### config.mk
export PLATFORM = sky130hd
export DESIGN_NAME = hcd_top
export DESIGN_NICKNAME = d
export VERILOG_FILES = /design/src/hcd_pkg.sv /design/src/hcd_pwm_gate.sv /design/src/hcd_top.sv
export SDC_FILE = /design/constraint.sdc
export NUM_CORES = 1
export LEC_CHECK = 0
export BUFFER_PORTS_ARGS = -buffer_cell sky130_fd_sc_hd__buf_2
export CORE_ASPECT_RATIO = 2
export CORE_UTILIZATION = 48
export DETAILED_ROUTE_END_ITERATION = 8
export PLACE_DENSITY_LB_ADDON = 0.05
export SYNTH_ARGS = -nofsm -noshare
export SYNTH_HDL_FRONTEND = slang
export SYNTH_SLANG_ARGS = --single-unit
### constraint.sdc
create_clock -name clk -period 1.4 [get_ports clk]
set_input_delay 0.14 -clock clk [delete_from_list [all_inputs] [get_ports clk]]
set_output_delay 0.14 -clock clk [all_outputs]
set_load 0.005 [all_outputs]
### src/hcd_pkg.sv
// constants for the hall commutation decoder: sensor codes, step tables, pwm timing
// assumes a single 200 MHz clock and sensor inputs already synchronous to it
// Notes on behaviour
// - the 60 degree code order is the 300 degree order reversed; one decode
// - the 120 and 240 degree code orders are reverses; one decode serves both
// - select high, direction high drives a 60 degree motor forward, 300 in reverse
// - select high picks 60/300 decoding, select low picks 120/240 decoding
// - 60 degree mode with b tied to c gives four states on b/c drives
// - four-step forward: a,b 10,11,01,00 give b/c top/bottom 1101,0100,1000,1110
// - four-step reverse: a,b 10,11,01,00 give b/c top/bottom 1000,1110,1101,0100
// - brush code 100: direction 1 top a, bottom c; direction 0 top c, bottom a
// - conduction is gated by a pwm running at about 25 kHz
// - overcurrent ends conduction within the current pwm cycle
// - each valid code enables one top and one bottom drive of different phases
// - at most one conduction pulse per pwm oscillator cycle
package hcd_pkg;
    // timing
    localparam int CLK_FREQ_KHZ = 200000;
    localparam int PWM_FREQ_KHZ = 25;
    localparam int PWM_PERIOD_CYC = CLK_FREQ_KHZ / PWM_FREQ_KHZ;
    localparam int PWM_CNT_W = 13;

    // step indices
    localparam logic [2:0] STEP_0 = 3'h0;
    localparam logic [2:0] STEP_1 = 3'h1;
    localparam logic [2:0] STEP_2 = 3'h2;
    localparam logic [2:0] STEP_3 = 3'h3;
    localparam logic [2:0] STEP_4 = 3'h4;
    localparam logic [2:0] STEP_5 = 3'h5;
    localparam logic [2:0] STEP_NONE = 3'h6;

    // sensor codes {a,b,c} for each step, 60/300 phasing
    localparam logic [2:0] C60_S0 = 3'h4;
    localparam logic [2:0] C60_S1 = 3'h6;
    localparam logic [2:0] C60_S2 = 3'h7;
    localparam logic [2:0] C60_S3 = 3'h3;
    localparam logic [2:0] C60_S4 = 3'h1;
    localparam logic [2:0] C60_S5 = 3'h0;
    // sensor codes for each step, 120/240 phasing
    localparam logic [2:0] C120_S0 = 3'h5;
    localparam logic [2:0] C120_S1 = 3'h4;
    localparam logic [2:0] C120_S2 = 3'h6;
    localparam logic [2:0] C120_S3 = 3'h2;
    localparam logic [2:0] C120_S4 = 3'h3;
    localparam logic [2:0] C120_S5 = 3'h1;

    // phase one-hot, bit 0 is phase a
    localparam logic [2:0] PH_A = 3'h1;
    localparam logic [2:0] PH_B = 3'h2;
    localparam logic [2:0] PH_C = 3'h4;
    localparam logic [2:0] PH_NONE = 3'h0;

    // forward phase per step packed {s5..s0}; reverse swaps top and bottom
    localparam logic [17:0] TOP_FWD_TBL = {PH_A, PH_C, PH_C, PH_B, PH_B, PH_A};
    localparam logic [17:0] BOT_FWD_TBL = {PH_B, PH_B, PH_A, PH_A, PH_C, PH_C};
    localparam logic [4:0] TBL_STRIDE = 5'h3;

    // pin levels: top drives are open collector, low means conducting
    localparam logic [2:0] UPPER_ALL_OFF = 3'h7;
    localparam logic [2:0] LOWER_ALL_OFF = 3'h0;
endpackage : hcd_pkg

### src/hcd_pwm_gate.sv
// pwm oscillator with a dual latch that allows one conduction pulse per period
// assumes duty_level and over_current synchronous to clk
`timescale 1ns/100ps
module hcd_pwm_gate #(
    parameter int PERIOD_CYC = hcd_pkg::PWM_PERIOD_CYC,
    parameter int CNT_W = hcd_pkg::PWM_CNT_W
) (
    input wire logic clk,
    input wire logic rst_n,
    input wire logic [CNT_W-1:0] duty_level,
    input wire logic over_current,
    output logic pwm_on
);
    localparam logic [CNT_W-1:0] CNT_ZERO = '0;
    localparam logic [CNT_W-1:0] CNT_LAST = CNT_W'(PERIOD_CYC - 1);
    localparam logic [CNT_W-1:0] CNT_ONE = CNT_W'(1);

    logic [CNT_W-1:0] cnt_ff;
    logic pwm_on_ff;
    logic pulse_ended_ff;

    // sawtooth counter wraps every period
    wire cnt_wrap = (cnt_ff == CNT_LAST);
    wire [CNT_W-1:0] nxt_cnt = cnt_wrap ? CNT_ZERO : cnt_ff + CNT_ONE;
    wire cycle_start = (cnt_ff == CNT_ZERO);
    // reset terms outrank the set, so a pulse cut short is never re-armed mid-period
    wire pulse_stop = over_current || (cnt_ff >= duty_level);
    wire nxt_on = pulse_stop ? 1'b0 : (cycle_start ? 1'b1 : pwm_on_ff);

    always_ff @(posedge clk) begin
        if (!rst_n) begin
            cnt_ff <= CNT_ZERO;
            pwm_on_ff <= 1'b0;
        end else begin
            cnt_ff <= nxt_cnt;
            pwm_on_ff <= nxt_on;
        end
    end

    // checking aid only: marks that this period's pulse is already over
    always_ff @(posedge clk) begin
        if (!rst_n || cycle_start) begin
            pulse_ended_ff <= 1'b0;
        end else if (pwm_on_ff && !nxt_on) begin
            pulse_ended_ff <= 1'b1;
        end
    end

    assign pwm_on = pwm_on_ff;

    a_pulse_at_start: assert property (@(posedge clk) disable iff (!rst_n)
        $rose(pwm_on_ff) |-> $past(cnt_ff) == CNT_ZERO)
        else $error("pwm pulse began away from the period start");
    a_period_wraps: assert property (@(posedge clk) disable iff (!rst_n)
        cnt_ff == CNT_LAST |=> cnt_ff == CNT_ZERO)
        else $error("pwm counter did not wrap at the period end");
    a_single_pulse: assert property (@(posedge clk) disable iff (!rst_n)
        pulse_ended_ff |-> !pwm_on_ff)
        else $error("second conduction pulse inside one period");
    a_overcurrent_cut: assert property (@(posedge clk) disable iff (!rst_n)
        over_current |=> !pwm_on_ff)
        else $error("pwm pulse survived an overcurrent");
endmodule : hcd_pwm_gate

### src/hcd_top.sv
// hall commutation decoder: sensor code plus phasing and direction to six drives
// assumes sensor, select and direction inputs synchronous to clk; drives go
// to an external bridge, top pins low-active (open collector), bottom pins high-active
`timescale 1ns/100ps
module hcd_top #(
    parameter int PWM_PERIOD_CYC = hcd_pkg::PWM_PERIOD_CYC,
    parameter int CNT_W = hcd_pkg::PWM_CNT_W
) (
    input wire logic clk,
    input wire logic rst_n,
    input wire logic hall_in_a,
    input wire logic hall_in_b,
    input wire logic hall_in_c,
    input wire logic phase_sel,
    input wire logic direction_sel,
    input wire logic [CNT_W-1:0] duty_level,
    input wire logic over_current,
    output logic upper_drive_a,
    output logic upper_drive_b,
    output logic upper_drive_c,
    output logic lower_drive_a,
    output logic lower_drive_b,
    output logic lower_drive_c,
    output logic step_valid,
    output logic pwm_active
);
    logic [2:0] upper_ff;
    logic [2:0] lower_ff;
    logic step_valid_ff;
    logic pwm_active_ff;
    logic pwm_on;

    // pwm oscillator and dual latch
    hcd_pwm_gate #(
        .PERIOD_CYC(PWM_PERIOD_CYC),
        .CNT_W(CNT_W)
    ) u_pwm (
        .clk(clk),
        .rst_n(rst_n),
        .duty_level(duty_level),
        .over_current(over_current),
        .pwm_on(pwm_on)
    );

    // sensor code, bit 2 is sensor a
    wire [2:0] hall_code = {hall_in_a, hall_in_b, hall_in_c};

    // 60/300 decode; 300 runs the same steps backwards, so no table of its own
    // four-step use with b tied to c lands on steps 0, 2, 3, 5 only
    wire [2:0] step60 =
        (hall_code == hcd_pkg::C60_S0) ? hcd_pkg::STEP_0 :
        (hall_code == hcd_pkg::C60_S1) ? hcd_pkg::STEP_1 :
        (hall_code == hcd_pkg::C60_S2) ? hcd_pkg::STEP_2 :
        (hall_code == hcd_pkg::C60_S3) ? hcd_pkg::STEP_3 :
        (hall_code == hcd_pkg::C60_S4) ? hcd_pkg::STEP_4 :
        (hall_code == hcd_pkg::C60_S5) ? hcd_pkg::STEP_5 : hcd_pkg::STEP_NONE;

    // 120/240 decode; 240 is the same order reversed
    wire [2:0] step120 =
        (hall_code == hcd_pkg::C120_S0) ? hcd_pkg::STEP_0 :
        (hall_code == hcd_pkg::C120_S1) ? hcd_pkg::STEP_1 :
        (hall_code == hcd_pkg::C120_S2) ? hcd_pkg::STEP_2 :
        (hall_code == hcd_pkg::C120_S3) ? hcd_pkg::STEP_3 :
        (hall_code == hcd_pkg::C120_S4) ? hcd_pkg::STEP_4 :
        (hall_code == hcd_pkg::C120_S5) ? hcd_pkg::STEP_5 : hcd_pkg::STEP_NONE;

    // phasing select: open (high) for 60/300, grounded for 120/240
    wire [2:0] step_idx = phase_sel ? step60 : step120;
    // illegal codes (a broken sensor line) switch everything off rather than guess
    wire step_ok = (step_idx != hcd_pkg::STEP_NONE);
    wire [2:0] step_base = step_ok ? step_idx : hcd_pkg::STEP_0;
    wire [4:0] tbl_base = 5'({2'h0, step_base} * hcd_pkg::TBL_STRIDE);

    // table lookup; each step names one top and one bottom phase, never the same
    wire [2:0] top_fwd = hcd_pkg::TOP_FWD_TBL[tbl_base +: 3];
    wire [2:0] bot_fwd = hcd_pkg::BOT_FWD_TBL[tbl_base +: 3];

    // direction swaps top and bottom, which is what runs the motor backwards
    wire [2:0] top_on = direction_sel ? top_fwd : bot_fwd;
    wire [2:0] bot_on = direction_sel ? bot_fwd : top_fwd;

    // pwm gates only the bottom switches; overcurrent is also taken directly
    // so the cut reaches the pins one edge earlier than through the latch
    wire conduct = pwm_on && !over_current;
    wire [2:0] nxt_upper = step_ok ? ~top_on : hcd_pkg::UPPER_ALL_OFF;
    wire [2:0] nxt_lower = (step_ok && conduct) ? bot_on : hcd_pkg::LOWER_ALL_OFF;

    // output registers
    always_ff @(posedge clk) begin
        if (!rst_n) begin
            upper_ff <= hcd_pkg::UPPER_ALL_OFF;
            lower_ff <= hcd_pkg::LOWER_ALL_OFF;
            step_valid_ff <= 1'b0;
            pwm_active_ff <= 1'b0;
        end else begin
            upper_ff <= nxt_upper;
            lower_ff <= nxt_lower;
            step_valid_ff <= step_ok;
            pwm_active_ff <= conduct;
        end
    end

    // pins straight from the registers
    assign upper_drive_a = upper_ff[0];
    assign upper_drive_b = upper_ff[1];
    assign upper_drive_c = upper_ff[2];
    assign lower_drive_a = lower_ff[0];
    assign lower_drive_b = lower_ff[1];
    assign lower_drive_c = lower_ff[2];
    assign step_valid = step_valid_ff;
    assign pwm_active = pwm_active_ff;

    a_one_top_bottom: assert property (@(posedge clk) disable iff (!rst_n)
        step_valid_ff |-> $onehot(~upper_ff) && ((~upper_ff & lower_ff) == 3'h0)
            && ($countones(lower_ff) <= 1))
        else $error("drive pair not one top and one bottom of different phases");
    a_off_when_bad: assert property (@(posedge clk) disable iff (!rst_n)
        (!phase_sel && hall_code == 3'h7) || (phase_sel && hall_code == 3'h2)
        |=> upper_ff == hcd_pkg::UPPER_ALL_OFF && lower_ff == hcd_pkg::LOWER_ALL_OFF)
        else $error("illegal code for selected phasing still drives");
    a_sixty_fwd: assert property (@(posedge clk) disable iff (!rst_n)
        phase_sel && direction_sel && hall_code == 3'h6
        |=> !upper_drive_b && upper_drive_a && upper_drive_c
            && lower_drive_c == $past(conduct))
        else $error("60 degree forward step wrong");
    a_sixty_reverse: assert property (@(posedge clk) disable iff (!rst_n)
        phase_sel && !direction_sel && hall_code == 3'h7
        |=> !upper_drive_a && lower_drive_b == $past(conduct) && !lower_drive_a)
        else $error("300 degree order not served by reversed decode");
    a_onetwenty_fwd: assert property (@(posedge clk) disable iff (!rst_n)
        !phase_sel && direction_sel && hall_code == 3'h6
        |=> !upper_drive_b && lower_drive_a == $past(conduct) && step_valid)
        else $error("120 degree step wrong");
    // with b tied to c only four codes reach the decoder; one b/c switch at a time
    a_four_valid: assert property (@(posedge clk) disable iff (!rst_n)
        phase_sel && (hall_in_b == hall_in_c)
        |=> step_valid && ($countones({!upper_drive_b, !upper_drive_c, lower_drive_b,
            lower_drive_c}) <= 1))
        else $error("tied b/c code not decoded in 60 degree mode");
    a_four_fwd: assert property (@(posedge clk) disable iff (!rst_n)
        phase_sel && direction_sel && hall_code == 3'h4
        |=> upper_drive_b && upper_drive_c && !lower_drive_b
            && lower_drive_c == $past(conduct))
        else $error("four-step forward 10 pattern wrong");
    a_four_rev: assert property (@(posedge clk) disable iff (!rst_n)
        phase_sel && !direction_sel && hall_code == 3'h0
        |=> !upper_drive_b && upper_drive_c && !lower_drive_b && !lower_drive_c)
        else $error("four-step reverse 00 pattern wrong");
    a_brush_rev: assert property (@(posedge clk) disable iff (!rst_n)
        phase_sel && !direction_sel && hall_code == 3'h4
        |=> !upper_drive_c && upper_drive_a && lower_drive_a == $past(conduct)
            && !lower_drive_c)
        else $error("brush reverse drive pair wrong");
    a_cut_in_cycle: assert property (@(posedge clk) disable iff (!rst_n)
        over_current |=> lower_ff == hcd_pkg::LOWER_ALL_OFF ##1
            (lower_ff == hcd_pkg::LOWER_ALL_OFF || $past(conduct)))
        else $error("bottom drive not cut on overcurrent");

    // remaining four-step rows, so every line of both tables is guarded
    a_four_fwd_11: assert property (@(posedge clk) disable iff (!rst_n)
        phase_sel && direction_sel && hall_code == 3'h7
        |=> !upper_drive_b && upper_drive_c && !lower_drive_b && !lower_drive_c)
        else $error("four-step forward 11 pattern wrong");
    a_four_fwd_01: assert property (@(posedge clk) disable iff (!rst_n)
        phase_sel && direction_sel && hall_code == 3'h3
        |=> upper_drive_b && !upper_drive_c && !lower_drive_b && !lower_drive_c)
        else $error("four-step forward 01 pattern wrong");
    a_four_fwd_00: assert property (@(posedge clk) disable iff (!rst_n)
        phase_sel && direction_sel && hall_code == 3'h0
        |=> upper_drive_b && upper_drive_c && lower_drive_b == $past(conduct) && !lower_drive_c)
        else $error("four-step forward 00 pattern wrong");
    a_four_rev_10: assert property (@(posedge clk) disable iff (!rst_n)
        phase_sel && !direction_sel && hall_code == 3'h4
        |=> upper_drive_b && !upper_drive_c && !lower_drive_b && !lower_drive_c)
        else $error("four-step reverse 10 pattern wrong");
    a_four_rev_11: assert property (@(posedge clk) disable iff (!rst_n)
        phase_sel && !direction_sel && hall_code == 3'h7
        |=> upper_drive_b && upper_drive_c && lower_drive_b == $past(conduct) && !lower_drive_c)
        else $error("four-step reverse 11 pattern wrong");
    a_four_rev_01: assert property (@(posedge clk) disable iff (!rst_n)
        phase_sel && !direction_sel && hall_code == 3'h3
        |=> upper_drive_b && upper_drive_c && !lower_drive_b && lower_drive_c == $past(conduct))
        else $error("four-step reverse 01 pattern wrong");

    // brush code forward: top of phase a with bottom of phase c
    a_brush_fwd: assert property (@(posedge clk) disable iff (!rst_n)
        phase_sel && direction_sel && hall_code == 3'h4
        |=> !upper_drive_a && upper_drive_b && upper_drive_c
            && lower_drive_c == $past(conduct) && !lower_drive_a && !lower_drive_b)
        else $error("brush forward drive pair wrong");

    // further steps: 60/300 decode forward only, 120/240 decode forward and reversed
    a_sixty_step4: assert property (@(posedge clk) disable iff (!rst_n)
        phase_sel && direction_sel && hall_code == 3'h1
        |=> !upper_drive_c && upper_drive_a && upper_drive_b
            && lower_drive_b == $past(conduct) && !lower_drive_a && !lower_drive_c)
        else $error("60 degree step 4 wrong");
    a_onetwenty_s0: assert property (@(posedge clk) disable iff (!rst_n)
        !phase_sel && direction_sel && hall_code == 3'h5
        |=> !upper_drive_a && lower_drive_c == $past(conduct) && !lower_drive_b)
        else $error("120 degree step 0 wrong");
    a_onetwenty_rev: assert property (@(posedge clk) disable iff (!rst_n)
        !phase_sel && !direction_sel && hall_code == 3'h3
        |=> !upper_drive_b && upper_drive_c && lower_drive_c == $past(conduct))
        else $error("240 degree order not served by reversed decode");
    a_twenty_rev: assert property (@(posedge clk) disable iff (!rst_n)
        !phase_sel && !direction_sel && hall_code == 3'h6
        |=> !upper_drive_a && lower_drive_b == $past(conduct) && step_valid)
        else $error("120 degree reversed step 2 wrong");

    // the other illegal code of each phasing also leaves the bridge off
    a_bad_invalid: assert property (@(posedge clk) disable iff (!rst_n)
        (phase_sel && hall_code == 3'h5) || (!phase_sel && hall_code == 3'h0)
        |=> !step_valid && upper_ff == hcd_pkg::UPPER_ALL_OFF
            && lower_ff == hcd_pkg::LOWER_ALL_OFF)
        else $error("illegal code not flagged invalid");

    // no bottom conduction outside the modulator's on-time
    a_pwm_gated: assert property (@(posedge clk) disable iff (!rst_n)
        !conduct |=> lower_ff == hcd_pkg::LOWER_ALL_OFF && !pwm_active_ff)
        else $error("bottom drive conducted outside the pwm pulse");
endmodule : hcd_top

==> flow_summary.json <==
{
  "status": "finished with violations",
  "violations": "setup timing",
  "setup_viol": 12,
  "async_flop_share": 0,
  "min_period_over_period": 1.03,
  "fmax_ghz": 0.691,
  "n_antenna_cell": 0,
  "drt_wl_total_um": 3790,
  "grt_pass1_vias": 1373,
  "cts_root_buf": "clkbuf_8",
  "yosys.area_share.simple": 0.259,
  "grt_usage": 0.256,
  "fin_skew_ps": 1.93,
  "grt_remaining_overflow": 0,
  "antenna_found_initial": 0,
  "drive_gt1_frac": 0.470,
  "clock_sink_count": 22,
  "p_leak_nw": 0.909,
  "cts_buffer_depth": 2,
  "place_congestion": 0.786,
  "netSwitchingPower_mw": 0.393,
  "detail_route.wl_per_cell_um": 15.5,
  "rsz0062_at_grt": "yes",
  "critical_path.max_fanout": 3,
  "cts_buffers": 3,
  "ff2ff_setup_slack_ps": -50,
  "ys_types": 35,
  "port_buffers": 28,
  "routed-via-count": 1322,
  "place_inst": 233,
  "cp.depth": 6,
  "yosys_register_bits": 22,
  "internal_power_mw": 1.23,
  "first_pass_iters": 6,
  "die_h_um": 76.4,
  "ios": 29,
  "seqCellArea_sq_um": 460,
  "fp.dieW_um": 39.2,
  "crit_family": "compound AO/OA/AOI/OAI gates",
  "slew_headroom": 0.820,
  "reg2reg_depth": 6,
  "cp_num_buf_inv": 1,
  "htreeDepth": 1,
  "crit_end": "u_pwm.pwm_on",
  "cts.clk_slew.worst_paths_ps": 80,
  "grt_start_max_net_pins": 14,
  "synthMuxAreaShare": 0.00753,
  "cp_data_required_time_ps": 1600,
  "nets": 256,
  "first_iter_violations": 24,
  "synth-edff-count": 0,
  "hp-class": "in -> reg",
  "p_clk_frac": 0.365,
  "cp-start-kind": "flop",
  "critPathSlowestCell": "dfxtp_4",
  "synth-xor-area-share": 0.0979,
  "layoutNonFillerInstCount": 245,
  "rows": 26,
  "cap_violations": 0,
  "p_sw_frac": 0.242,
  "multi_input_area_sq_mm": 0.00104,
  "rr_endpoint": "u_pwm.pwm_on",
  "final_util": 0.788,
  "tightest_slew_ps": 265,
  "critPathKind": "reg -> reg",
  "fin_crit_ps": 1450,
  "syn_nets": 198,
  "antenna_left": 0,
  "slew_viol_final": 0,
  "p_seq_frac": 0.404,
  "cp_cell_sequence": "buf_4, ha_4, a2111oi_4, nand4b_1, a31oi_1, nor2_1",
  "rr_startpoint": "u_pwm.cnt_ff[1]",
  "worstSetupStartpoint": "u_pwm.cnt_ff[1]",
  "synth_top_family_by_area": "simple AND/OR/NAND/NOR gates",
  "fin_tns_setup_ps": -464,
  "die_area_sq_mm": 0.00300,
  "ir_drop_v": 0.000948,
  "syn_inst": 160,
  "fill_cells": 179,
  "avgSynthCellArea_sq_um": 8.30,
  "slowest_delay_ps": 360,
  "vias_per_cell": 5.40,
  "combPwrFrac": 0.231,
  "route.detailed.drc": 0,
  "dpl.hpwl_um": 2590,
  "crit_path_end_kind": "flop",
  "syn-cell-area_sq_mm": 0.00133,
  "cts_tree": "done",
  "synth-warning-count": 0,
  "finalHoldViolations": 0,
  "worst_slack_ps": -48.1,
  "synth_fa_ha_area_frac": 0.160,
  "core-area_sq_mm": 0.00260,
  "hold-path-cell-count": 4,
  "clock_latency_ps": 260,
  "synth-compound-area-share": 0.0923,
  "area_growth_pct": 54.3,
  "worstPathArrival_ps": 1650,
  "start_util": 0.511,
  "ys_seq_area_frac": 0.331,
  "powerDensity_mw_per_mm2": 791,
  "synth_ff_type": "dfxtp_1",
  "grt_pass1_wl_um": 5540
}
[through the flow]
| step | area (sq um) | worst slack (ps) | hold slack, ps | total power [mW] |
|---|---|---|---|---|
| global placement | 1650 | -199 | 419 | 0.914 |
| detailed placement | 1650 | -242 | 421 | 0.927 |
| floorplan | 1330 | 14.6 | 268 | 0.812 |
| global route | 2050 | -147 | 142 | 1.68 |
| finish | 2050 | -48.1 | 144 | 1.62 |
| CTS | 1810 | 3.07 | 141 | 1.55 |
[power groups by stage]
| stage | clock [mW] | sequential, mW | combinational, mW |
|---|---|---|---|
| 2_1_floorplan | 0 | 0.675 | 0.137 |
| 3_3_place_gp | 0 | 0.672 | 0.242 |
| 3_5_place_dp | 0 | 0.673 | 0.253 |
| 4_1_cts | 0.595 | 0.661 | 0.292 |
| 5_1_grt | 0.616 | 0.658 | 0.411 |
| 6_report | 0.592 | 0.655 | 0.375 |
[cells by family after synthesis]
family / count (synthesis)
flops: 22
mux: 1
xor+xnor: 14
simple gates: 68
compound gates: 20
buf+inv: 18
fa+ha+maj: 17
[worst register-to-register path: stages, from the launching register on]
cell       delay [ps]
dfxtp_4           360
buf_4             140
ha_4              220
a2111oi_4         320
nand4b_1          150
a31oi_1            90
nor2_1            100
[routing by layer]
layer | share of wire | global-route usage
met5 | 0 | 0
met2 | 0.60 | 0.522
met1 | 0.33 | 0.220
met4 | 0.043 | 0.0862
met3 | 0.025 | 0.0233
[placed cells by master (no fill, tap or decap), drive strengths merged, types with 5 or more instances in the layout]
cell,n
buf,54
dfxtp,22
nor2,21
ha,17
inv,16
nand2,14
xor2,8
a21oi,7
nand3,6
xnor2,6
o21ai,5
[cells in the mapped netlist, types with 3 or more instances]
cell | number | share of area
xor2_1 | 8 | 0.053
and2_1 | 3 | 0.014
a21oi_1 | 6 | 0.023
inv_1 | 15 | 0.042
nor2b_1 | 3 | 0.014
xnor2_1 | 5 | 0.033
ha_1 | 17 | 0.16
dfxtp_1 | 22 | 0.33
nand2_1 | 14 | 0.040
nor2_1 | 21 | 0.059
o21ai_0 | 5 | 0.019
nand2b_1 | 4 | 0.019
nand3_1 | 6 | 0.023
nand4_1 | 4 | 0.019
[sequential cells by signal, indices dropped and copies added (netlist names)]
name          count
pwm_active        1
u_pwm.pwm_on      1
u_pwm.cnt_ff     13
lower_ff          3
step_valid        1
upper_ff          3
[cell type report]
| class | count | area share |
|---|---|---|
| Clock buffer | 3 | 0.0201 |
| Clock inverter | 1 | 0.0146 |
| Timing Repair Buffer | 55 | 0.185 |
| Tap cell | 28 | 0.0171 |
| Inverter | 16 | 0.0305 |
| Multi-Input combinational cell | 120 | 0.508 |
| Sequential cell | 22 | 0.225 |
[how the worst min path moves through the flow]
stage               slack (ps)              end          from
floorplan                  270  u_pwm.cnt_ff[7]         rst_n
global placement           420     u_pwm.pwm_on  over_current
detailed placement         420     u_pwm.pwm_on  over_current
CTS                        140     u_pwm.pwm_on  over_current
global route               140     u_pwm.pwm_on  over_current
finish                     140     u_pwm.pwm_on  over_current
[what timing repair did]
action,in CTS,in global routing
setup buffers,0,7
gates resized for setup,15,41
pin swaps,6,23
cloned,0,1
setup endpoints to repair,13,14
hold buffers,0,0
No activity file was read; power rests on OpenSTA's default activity.
